[src/fpmc_regs.svh]
// Register offsets, field positions, reset values and timing counts of the flash controller.
`ifndef FPMC_REGS_SVH
`define FPMC_REGS_SVH
// ==================================================
// Register selects on the special function register port
`define FPMC_SEL_DATA_LOW 3'h0
`define FPMC_SEL_DATA_HIGH 3'h1
`define FPMC_SEL_ADDR_LOW 3'h2
`define FPMC_SEL_ADDR_HIGH 3'h3
`define FPMC_SEL_CONTROL 3'h4
`define FPMC_SEL_KEY 3'h5
// ==================================================
// Control register fields
`define FPMC_CTL_FIXED_ONE 7
`define FPMC_CTL_CAL_SEL 6
`define FPMC_CTL_PERMIT 2
`define FPMC_CTL_WRITE 1
`define FPMC_CTL_READ 0
`define FPMC_BYTE_ZERO 8'h00
`define FPMC_DATA_HIGH_MASK 8'h3f
`define FPMC_ADDR_HIGH_MASK 8'h0f
// ==================================================
// Unlock key bytes
`define FPMC_KEY_FIRST 8'h55
`define FPMC_KEY_SECOND 8'haa
// ==================================================
// Block layout: low address bits that close a block and open a row
`define FPMC_BLOCK_LAST 2'h3
`define FPMC_ROW_ERASE_NIBBLE 4'h3
// ==================================================
// Timing: erase time in microseconds and the clock rate in MHz
`define FPMC_ERASE_US 4000
`define FPMC_CLK_MHZ 50
`define FPMC_ERASE_CYCLES (`FPMC_ERASE_US * `FPMC_CLK_MHZ)
`define FPMC_READ_DELAY 2'h2
`define FPMC_SETUP_CYCLES 2'h2
`endif

[src/fpmc_pkg.sv]
// Types shared by the flash program memory controller.
package fpmc_pkg;
   // Write sequencer states.
   typedef enum logic [2:0] {
      FPMC_IDLE = 3'b000,
      FPMC_SETUP = 3'b001,
      FPMC_ERASE = 3'b010,
      FPMC_PROGRAM = 3'b011,
      FPMC_DONE = 3'b100
   } fpmc_state_type;
   typedef logic [13:0] fpmc_word_type;
   typedef logic [11:0] fpmc_addr_type;
endpackage

[src/fpmc_erase_timer.sv]
// Erase time counter that holds the core stalled.
`timescale 1ns/1ns
`include "fpmc_regs.svh"
module fpmc_erase_timer #(
   parameter int ERASE_CYCLES = `FPMC_ERASE_CYCLES
) (
   input wire logic i_mclk,
   input wire logic i_srst,
   input wire logic i_start,
   output logic o_busy,
   output logic o_done
);
   import fpmc_pkg::*;
   logic [17:0] count;
   // Counts the erase time down from the start pulse; done pulses on the last cycle.
   always_ff @(posedge i_mclk) begin
      if (i_srst) begin
         count <= 18'h0;
         o_busy <= 1'b0;
         o_done <= 1'b0;
      end else if (i_start) begin
         count <= 18'(ERASE_CYCLES - 1);
         o_busy <= 1'b1;
         o_done <= 1'b0;
      end else if (o_busy) begin
         count <= count - 18'h1;
         o_done <= (count == 18'h1);
         o_busy <= (count != 18'h1);
      end else begin
         o_done <= 1'b0;
      end
   end
endmodule // fpmc_erase_timer

[src/fpmc_flash_control.sv]
// Flash program memory self-programming controller top level.
// How it works
// - Data low returns read bits, software writable.
// - Data high holds six bits, top zero.
// - Address high holds four bits, top zero.
// - Control bit seven reads one, 5-3 zero.
// - Bit six selects calibration area for reads.
// - Bit two permits writes, else blocked.
// - Write bit set-only, hardware clears on completion.
// - Read bit set-only, hardware clears it.
// - Read occurs second cycle; that slot skipped.
// - Read data held until next read/write.
// - Write-protect bits gate self-programmed words.
// - Code protection blocks serial port writes.
// - Four-word aligned blocks, never crossing boundary.
// - First three words buffered, complete instantly.
// - Last word programs four; erases sixteen only at nibble 0011.
// - Two setup cycles after write start.
// - Core halts during erase, clocks run.
// - Erase only at address low nibble 0011.
// - Unlock key port reads all zeros.
// - Calibration select set means no write.
// - Write permit cleared on power-up.
`timescale 1ns/1ns
`include "fpmc_regs.svh"
module fpmc_flash_control #(
   parameter int ERASE_CYCLES = `FPMC_ERASE_CYCLES
) (
   input wire logic i_mclk,
   input wire logic i_srst,
   input wire logic i_reg_wr,
   input wire logic i_reg_rd,
   input wire logic [2:0] i_reg_sel,
   input wire logic [7:0] i_reg_wdata,
   input wire logic [1:0] i_write_protect_cfg,
   input wire logic i_code_protect_n,
   input wire logic i_serial_prog_wr,
   input wire fpmc_pkg::fpmc_word_type i_flash_rdata,
   input wire fpmc_pkg::fpmc_word_type i_cal_rdata,
   output logic [7:0] o_reg_rdata,
   output logic o_core_stall,
   output logic o_skip_slot,
   output fpmc_pkg::fpmc_addr_type o_flash_addr,
   output logic o_flash_rd,
   output logic o_cal_rd,
   output logic o_row_erase,
   output logic o_word_prog,
   output fpmc_pkg::fpmc_word_type o_prog_data,
   output logic o_serial_wr_allow
);
   import fpmc_pkg::*;
   // ==================================================
   // Register state
   logic [7:0] data_low;
   logic [5:0] data_high;
   logic [7:0] addr_low;
   logic [3:0] addr_high;
   logic cal_space_select;
   logic write_permit;
   logic write_bit;
   logic read_bit;
   logic [1:0] read_wait;
   fpmc_word_type block_buf [4];
   fpmc_state_type state;
   fpmc_state_type next_state;
   logic [1:0] setup_count;
   logic [2:0] prog_index;
   logic unlocked;
   logic timer_start;
   logic timer_busy;
   logic timer_done;
   logic write_ok;
   logic write_start;
   logic write_ok_held;
   logic [1:0] serial_req_sync;
   logic [1:0] code_prot_sync;

   // Decodes a register write to one select.
   function automatic logic sel_write(input logic wr, input logic [2:0] sel,
                                      input logic [2:0] want);
      sel_write = wr && (sel == want);
   endfunction

   // Decides whether a target word lies outside the protected segment.
   function automatic logic segment_open(input logic [1:0] cfg, input logic [3:0] hi);
      case (cfg)
         2'h3: segment_open = 1'b1;
         2'h2: segment_open = (hi != 4'h0);
         2'h1: segment_open = (hi[3] == 1'b1);
         default: segment_open = 1'b0;
      endcase
   endfunction

   // ==================================================
   // Unlock key sequence
   fpmc_key_unlock u_key (
      .i_mclk(i_mclk),
      .i_srst(i_srst),
      .i_wr_strobe(i_reg_wr),
      .i_key_sel(i_reg_sel == `FPMC_SEL_KEY),
      .i_wdata(i_reg_wdata),
      .i_consume(write_start),
      .o_unlocked(unlocked)
   );

   // A write start counts only with permit, keys, user space and open segment.
   assign write_start = sel_write(i_reg_wr, i_reg_sel, `FPMC_SEL_CONTROL)
                        && i_reg_wdata[`FPMC_CTL_WRITE] && !write_bit && (state == FPMC_IDLE);
   assign write_ok = write_permit && unlocked && !cal_space_select
                     && segment_open(i_write_protect_cfg, addr_high);

   // ==================================================
   // Address registers.
   always_ff @(posedge i_mclk) begin
      if (i_srst) begin
         addr_low <= `FPMC_BYTE_ZERO;
         addr_high <= 4'h0;
      end else begin
         if (sel_write(i_reg_wr, i_reg_sel, `FPMC_SEL_ADDR_LOW)) begin
            addr_low <= i_reg_wdata;
         end
         if (sel_write(i_reg_wr, i_reg_sel, `FPMC_SEL_ADDR_HIGH)) begin
            addr_high <= i_reg_wdata[3:0];
         end
      end
   end

   // Data registers take software writes and read returns, read wins.
   always_ff @(posedge i_mclk) begin
      if (i_srst) begin
         data_low <= `FPMC_BYTE_ZERO;
         data_high <= 6'h0;
      end else if (read_wait == 2'h1) begin
         data_low <= cal_space_select ? i_cal_rdata[7:0] : i_flash_rdata[7:0];
         data_high <= cal_space_select ? i_cal_rdata[13:8] : i_flash_rdata[13:8];
      end else begin
         if (sel_write(i_reg_wr, i_reg_sel, `FPMC_SEL_DATA_LOW)) begin
            data_low <= i_reg_wdata;
         end
         if (sel_write(i_reg_wr, i_reg_sel, `FPMC_SEL_DATA_HIGH)) begin
            data_high <= i_reg_wdata[5:0];
         end
      end
   end

   // Control bits: permit and select writable, read and write set-only.
   always_ff @(posedge i_mclk) begin
      if (i_srst) begin
         cal_space_select <= 1'b0;
         write_permit <= 1'b0;
      end else if (sel_write(i_reg_wr, i_reg_sel, `FPMC_SEL_CONTROL)) begin
         cal_space_select <= i_reg_wdata[`FPMC_CTL_CAL_SEL];
         write_permit <= i_reg_wdata[`FPMC_CTL_PERMIT];
      end
   end

   // Read bit: set by software, counts to the second cycle, then clears.
   always_ff @(posedge i_mclk) begin
      if (i_srst) begin
         read_bit <= 1'b0;
         read_wait <= 2'h0;
      end else if (sel_write(i_reg_wr, i_reg_sel, `FPMC_SEL_CONTROL)
                   && i_reg_wdata[`FPMC_CTL_READ] && !read_bit) begin
         read_bit <= 1'b1;
         read_wait <= `FPMC_READ_DELAY;
      end else if (read_wait != 2'h0) begin
         read_wait <= read_wait - 2'h1;
         read_bit <= (read_wait != 2'h1);
      end
   end

   // Flash read strobes and the skipped instruction slot.
   always_ff @(posedge i_mclk) begin
      if (i_srst) begin
         o_flash_rd <= 1'b0;
         o_cal_rd <= 1'b0;
         o_skip_slot <= 1'b0;
      end else begin
         o_flash_rd <= (read_wait == 2'h2) && !cal_space_select;
         o_cal_rd <= (read_wait == 2'h2) && cal_space_select;
         o_skip_slot <= (read_wait == 2'h2);
      end
   end

   // ==================================================
   // Block buffer: each accepted word lands at its low two address bits.
   always_ff @(posedge i_mclk) begin
      if (i_srst) begin
         block_buf[0] <= 14'h0;
         block_buf[1] <= 14'h0;
         block_buf[2] <= 14'h0;
         block_buf[3] <= 14'h0;
      end else if (write_start && write_ok) begin
         block_buf[addr_low[1:0]] <= {data_high, data_low};
      end
   end

   // Write sequencer state register.
   always_ff @(posedge i_mclk) begin
      if (i_srst) begin
         state <= FPMC_IDLE;
      end else begin
         state <= next_state;
      end
   end

   // Next state: only the last block word goes through program, with erase first only for a row-opening block.
   always_comb begin
      next_state = state;
      case (state)
         FPMC_IDLE: begin
            if (write_start) begin
               next_state = FPMC_SETUP;
            end
         end
         FPMC_SETUP: begin
            if (setup_count == 2'h1) begin
               if (write_ok_held && addr_low[1:0] == `FPMC_BLOCK_LAST) begin
                  next_state = timer_start ? FPMC_ERASE : FPMC_PROGRAM;
               end else begin
                  next_state = FPMC_DONE;
               end
            end
         end
         FPMC_ERASE: begin
            if (timer_done) begin
               next_state = FPMC_PROGRAM;
            end
         end
         FPMC_PROGRAM: begin
            if (prog_index == 3'h3) begin
               next_state = FPMC_DONE;
            end
         end
         FPMC_DONE: next_state = FPMC_IDLE;
         default: next_state = FPMC_IDLE;
      endcase
   end

   // Setup counter, latched permission and the write bit.
   always_ff @(posedge i_mclk) begin
      if (i_srst) begin
         setup_count <= 2'h0;
         write_ok_held <= 1'b0;
         write_bit <= 1'b0;
      end else if (state == FPMC_IDLE && write_start) begin
         setup_count <= `FPMC_SETUP_CYCLES;
         write_ok_held <= write_ok;
         write_bit <= 1'b1;
      end else begin
         if (setup_count != 2'h0) begin
            setup_count <= setup_count - 2'h1;
         end
         if (state == FPMC_DONE) begin
            write_bit <= 1'b0;
         end
      end
   end

   // Erase and its stall only for a row-opening block; other last words program at once.
   assign timer_start = (state == FPMC_SETUP) && (setup_count == 2'h1)
                        && write_ok_held && (addr_low[3:0] == `FPMC_ROW_ERASE_NIBBLE);
   fpmc_erase_timer #(.ERASE_CYCLES(ERASE_CYCLES)) u_timer (
      .i_mclk(i_mclk),
      .i_srst(i_srst),
      .i_start(timer_start),
      .o_busy(timer_busy),
      .o_done(timer_done)
   );

   // Flash strobes: row erase, then four word programs within the block.
   always_ff @(posedge i_mclk) begin
      if (i_srst) begin
         o_row_erase <= 1'b0;
         o_word_prog <= 1'b0;
         o_prog_data <= 14'h0;
         o_flash_addr <= 12'h0;
         prog_index <= 3'h0;
         o_core_stall <= 1'b0;
      end else begin
         o_row_erase <= timer_start && (addr_low[3:0] == `FPMC_ROW_ERASE_NIBBLE);
         o_core_stall <= timer_start || timer_busy;
         if (state == FPMC_PROGRAM) begin
            o_word_prog <= 1'b1;
            o_prog_data <= block_buf[prog_index[1:0]];
            o_flash_addr <= {addr_high, addr_low[7:2], prog_index[1:0]};
            prog_index <= prog_index + 3'h1;
         end else begin
            o_word_prog <= 1'b0;
            prog_index <= 3'h0;
            o_flash_addr <= {addr_high, addr_low};
         end
      end
   end

   // Serial port writes pass only without code protection; both pins are synchronised first.
   always_ff @(posedge i_mclk) begin
      if (i_srst) begin
         serial_req_sync <= 2'h0;
         code_prot_sync <= 2'h0;
         o_serial_wr_allow <= 1'b0;
      end else begin
         serial_req_sync <= {serial_req_sync[0], i_serial_prog_wr};
         code_prot_sync <= {code_prot_sync[0], i_code_protect_n};
         o_serial_wr_allow <= serial_req_sync[1] && code_prot_sync[1];
      end
   end

   // ==================================================
   // Register read mux, registered.
   always_ff @(posedge i_mclk) begin
      if (i_srst) begin
         o_reg_rdata <= `FPMC_BYTE_ZERO;
      end else if (i_reg_rd) begin
         case (i_reg_sel)
            `FPMC_SEL_DATA_LOW: o_reg_rdata <= data_low;
            `FPMC_SEL_DATA_HIGH: o_reg_rdata <= {2'h0, data_high};
            `FPMC_SEL_ADDR_LOW: o_reg_rdata <= addr_low;
            `FPMC_SEL_ADDR_HIGH: o_reg_rdata <= {4'h0, addr_high};
            `FPMC_SEL_CONTROL: o_reg_rdata <= {1'b1, cal_space_select, 3'h0,
                                              write_permit, write_bit, read_bit};
            `FPMC_SEL_KEY: o_reg_rdata <= `FPMC_BYTE_ZERO;
            default: o_reg_rdata <= `FPMC_BYTE_ZERO;
         endcase
      end
   end

   // ==================================================
   // Assertions.
   a_read_skip_slot: assert property (@(posedge i_mclk) disable iff (i_srst)
      $rose(read_bit) |-> ##1 o_skip_slot)
      else $error("Read slot not taken two cycles after start.");
   a_read_bit_clear: assert property (@(posedge i_mclk) disable iff (i_srst)
      $rose(read_bit) |-> read_bit ##1 read_bit ##1 !read_bit)
      else $error("Read bit did not self clear.");
   a_data_hold: assert property (@(posedge i_mclk) disable iff (i_srst)
      (read_wait != 2'h1 && !i_reg_wr) |=> $stable(data_low) && $stable(data_high))
      else $error("Data registers changed without cause.");
   a_no_write_blocked: assert property (@(posedge i_mclk) disable iff (i_srst)
      (write_start && !write_permit) |-> ##2 (next_state == FPMC_DONE))
      else $error("Write ran without permit.");
   a_cal_no_erase: assert property (@(posedge i_mclk) disable iff (i_srst)
      (write_start && cal_space_select) |-> ##2 (next_state == FPMC_DONE))
      else $error("Write ran with calibration select.");
   a_stall_on_erase: assert property (@(posedge i_mclk) disable iff (i_srst)
      timer_start |=> o_core_stall)
      else $error("Core not stalled at erase.");
   a_write_bit_hold: assert property (@(posedge i_mclk) disable iff (i_srst)
      (write_bit && state != FPMC_DONE) |=> write_bit)
      else $error("Write bit cleared early.");
   a_buffer_fast: assert property (@(posedge i_mclk) disable iff (i_srst)
      (write_start && addr_low[1:0] != `FPMC_BLOCK_LAST) |-> ##4 !write_bit)
      else $error("Buffered word did not complete quickly.");
   a_permit_reset: assert property (@(posedge i_mclk)
      ($past(i_srst) && !i_srst) |-> !write_permit)
      else $error("Permit set after reset.");
endmodule // fpmc_flash_control

[src/fpmc_key_unlock.sv]
// Unlock key detector for the write start sequence.
`timescale 1ns/1ns
`include "fpmc_regs.svh"
module fpmc_key_unlock (
   input wire logic i_mclk,
   input wire logic i_srst,
   input wire logic i_wr_strobe,
   input wire logic i_key_sel,
   input wire logic [7:0] i_wdata,
   input wire logic i_consume,
   output logic o_unlocked
);
   import fpmc_pkg::*;
   logic first_seen;
   // Tracks 55h then AAh as the very last two register writes; any other write breaks it.
   always_ff @(posedge i_mclk) begin
      if (i_srst || i_consume) begin
         first_seen <= 1'b0;
         o_unlocked <= 1'b0;
      end else if (i_wr_strobe) begin
         first_seen <= i_key_sel && (i_wdata == `FPMC_KEY_FIRST);
         o_unlocked <= i_key_sel && first_seen && (i_wdata == `FPMC_KEY_SECOND);
      end
   end
   // The armed flag only rises right after the second key byte, when the first key byte came just before it.
   a_key_order: assert property (@(posedge i_mclk) disable iff (i_srst)
      $rose(o_unlocked) |-> $past(first_seen))
      else $error("Unlock armed without first key byte.");
endmodule // fpmc_key_unlock

[config.mk]
export PLATFORM = sky130hd
export DESIGN_NAME = fpmc_flash_control
export DESIGN_NICKNAME = d
export VERILOG_FILES = /design/src/fpmc_pkg.sv /design/src/fpmc_erase_timer.sv /design/src/fpmc_flash_control.sv /design/src/fpmc_key_unlock.sv
export VERILOG_INCLUDE_DIRS = /design/src
export SDC_FILE = /design/constraint.sdc
export NUM_CORES = 1
export LEC_CHECK = 0
export ABC_CLOCK_PERIOD_IN_PS = 3900
export BUFFER_PORTS_ARGS = -buffer_cell sky130_fd_sc_hd__buf_2
export CORE_MARGIN = 2
export CORE_UTILIZATION = 39
export DETAILED_ROUTE_END_ITERATION = 10
export GPL_ROUTABILITY_DRIVEN = 0
export PLACE_DENSITY = 0.64
export SLEW_MARGIN = 40
export SYNTH_ARGS = -nofsm -noshare
export SYNTH_HDL_FRONTEND = slang
export SYNTH_HIERARCHICAL = 1
export SYNTH_SLANG_ARGS = --single-unit
[constraint.sdc]
create_clock -name i_mclk -period 3.9 [get_ports i_mclk]
set_input_delay 0 -clock i_mclk [delete_from_list [all_inputs] [get_ports i_mclk]]
set_output_delay 0 -clock i_mclk [all_outputs]
set_load 0.02 [all_outputs]
==> impl_metrics.toml <==
[routing]
vias_per_cell = 5.370
drtAntennaViolNets = 0
first_iter_violations = 283
drcViolationCount = 0
drt_pass1_iterations = 5
post_drt_wl_per_cell_um = 17.58
routed_wl_um = 16880
vias = 5155

[cells_and_area]
nets = 769
diodes = 0
syn2layout_area_growth_pct = 22.28
finalNonFillerCells = 960
final_layout_size_suffix_gt1_frac = 0.2230
register_area_um2 = 3845
fin_area_um2 = 8606
fillers = 1587
multi_input_area_um2 = 2985

[sta]
finalHoldViolCount = 0
fmax_ghz = 0.3731
period_share = 0.6873
hold_ws_ns = 0.02416
fin_crit_ns = 2.680
setup_viol = 0
grt_setup_unrepaired = "false"
relSlewSlack = 0.4998
tightestPinTransition_ns = 0.7470
worst_clock_skew_ns = 0.009062
report.final.slew_viol_count = 0
setup_tns_ns = 0

[floorplanning]
dieArea_um2 = 19140
core_area_um2 = 17840
top_level_ports = 88
rows = 49
die_h_um = 138.3
initial_core_util = 0.3945
die_w_um = 138.3

[yosys]
yosys.area.top_type_share = 0.3072
netlist_instances = 609
yosysWarnings = 6
yosysTopAreaCell = "dfxtp_1"
synth_ff_type = "dfxtp_1"
synth_cell_type_count = 65
async_flop_share = 0
ys_seq_area_frac = 0.5461
synthesis.area_um2 = 7038
synth_fp_nets = 660
synthTopCellsByArea = "dfxtp_1, edfxtp_1, and2_1, mux4_2, mux2i_1"
synth_enable_flop_cells = 56
syn_area_per_cell_um2 = 11.56
synth-seq-cells = 164

[power]
p_int_mw = 2.872
leakagePower_nw = 3.402
switchingPower_mw = 0.7966
p_comb_frac = 0.047
swShare = 0.2172
ir_drop_v = 0.0003593
p_total_mw = 3.668
clock_power_share = 0.457
p_seq_frac = 0.496
p_per_area_nw_per_um2 = 426.3

[clock_network]
cts_tree = "built"
clkTransAtPathRegs_ns = 0.06
cts_sinks = 164
clockBufferDepth = 2
cts-buffers-inserted = 17
cts_root_buf = "clkbuf_16"
cts_setup_buffers = 0
insertion_delay_ns = 0.42
htreeDepth = 4

[global_route]
grt_pass1_vias = 5202
track_usage = 0.1819
antenna_found_initial = 0
grt_max_degree = 46
grt_pass1_wl_um = 27350
gr-total-overflow = 0

[worst_setup_path]
cp_cell_sequence = "nand3b_1 > a211o_1 > nor4_4 > or2_2"
slowest_stage = "nor4_4"
cp-start-kind = "register"
path_max_fanout = 19
rrSetupSlack_ns = 1.22
arrival_ns = 2.77
cp.required_ns = 3.99
crit_path_end_kind = "register"
slowest_delay_ns = 0.64
critPathKind = "register to register"

[placement]
placed_area_um2 = 7632
place_inst = 891
io_buffers = 87
dp_hpwl_um = 11790

[run]
maxCapViolCount = 0

[status]
status = "finished clean"

[min_path]
hold_class = "input port to register"
-- layout by cell type, fill, tap and decap left out, types with 7 or more instances in the layout --
| cell | count |
|---|---|
| a21oi_1 | 38 |
| a221oi_1 | 13 |
| a22o_1 | 14 |
| and2_1 | 59 |
| buf_2 | 86 |
| clkbuf_16 | 18 |
| dfxtp_1 | 107 |
| dlygate4sd3_1 | 37 |
| edfxtp_1 | 56 |
| inv_1 | 15 |
| mux2i_1 | 35 |
| mux4_2 | 16 |
| nand2_1 | 27 |
| nand2b_1 | 11 |
| nand3_1 | 7 |
| nor2_1 | 40 |
| nor2b_1 | 17 |
| nor3_1 | 9 |
| o21ai_0 | 10 |
| xor2_1 | 8 |
-- layout make-up --
cell class / instances / area share
flip-flops and latches: 164 / 0.4468
repair buffers: 128 / 0.09741
clock inverters: 12 / 0.01468
inverters: 15 / 0.006543
multi-input cells: 392 / 0.3469
clock buffers: 20 / 0.05438
well taps: 229 / 0.03329
-- worst paths after layout --
path,depth (start not counted),end,from
setup / recovery,4,block_buf[1][4],cal_space_select
hold reg to reg,1,code_prot_sync[1],code_prot_sync[0]
setup reg to reg,4,block_buf[1][4],cal_space_select
hold / removal,2,addr_low[1],i_srst
-- flip-flops by register name, indices dropped and copies added (netlist names), 2 cells and up --
name	count
addr_high	4
addr_low	8
block_buf	56
code_prot_sync	2
data_high	6
data_low	8
o_flash_addr	12
o_prog_data	14
o_reg_rdata	8
prog_index	3
read_wait	2
serial_req_sync	2
setup_count	2
state	3
u_timer/count	18
-- cell families (layout without fill, tap and decap cells) --
kind of cell             after synthesis  after routing  synth area share
flip-flops                           164            164            0.5461
AO/OA/AOI/OAI                         99             99           0.09512
buffers and inverters                 53            175           0.03520
XOR/XNOR                              13             13           0.01618
adder cells (fa/ha/maj)                4              4          0.007111
AND/OR/NAND/NOR                      222            222            0.1945
multiplexers                          54             54            0.1058
-- power groups by stage --
stage	clock network (mW)	registers [mW]	logic [mW]
floorplan	0	1.85	0.0861
CTS	1.70	1.82	0.172
global route	1.79	1.82	0.187
global placement	0	1.86	0.144
finish	1.67	1.82	0.174
detailed placement	0	1.86	0.148
-- metrics by stage --
step                        util  worst slack (ns)
after floorplan                -             1.317
after global placement    0.4269             1.360
after detailed placement  0.4278             1.231
after CTS                 0.4819             1.188
after global routing      0.4824             1.040
final                     0.4824             1.220
-- worst max-delay path: cells and delay by family (launching register included) --
family	cells	cell delay, ns
AO/OA/AOI/OAI	1	0.45
flip-flops	1	0.53
AND/OR/NAND/NOR	3	1.36
-- metal layers --
layer  routed length (um)  vias up  GRT usage
met4                  327        0    0.06821
met3                  826       25    0.05161
met1                 7529     2561     0.2346
li1                     -     2427          -
met2                 8194      142     0.2926
met5                    0        -          0
-- what timing repair did --
| action | in CTS | in global routing |
|---|---|---|
| endpoints found under the hold margin | 41 | 0 |
| gates resized for setup | 0 | 0 |
| hold buffers | 37 | 0 |
-- cell usage after synthesis, drive strengths merged (5+ instances only) --
library cell	count
nand2b	12
buf	19
a221oi	13
or3	5
o21ai	10
nand3	7
nor3	10
nand2	27
nor2	40
inv	15
a21oi	39
mux4	16
nor4	5
xnor2	5
a22o	14
dfxtp	108
edfxtp	56
mux2i	35
clkbuf	19
xor2	8
and2	59
nand3b	6
nor2b	17
Note: power is estimated with default switching activity, not from simulation.
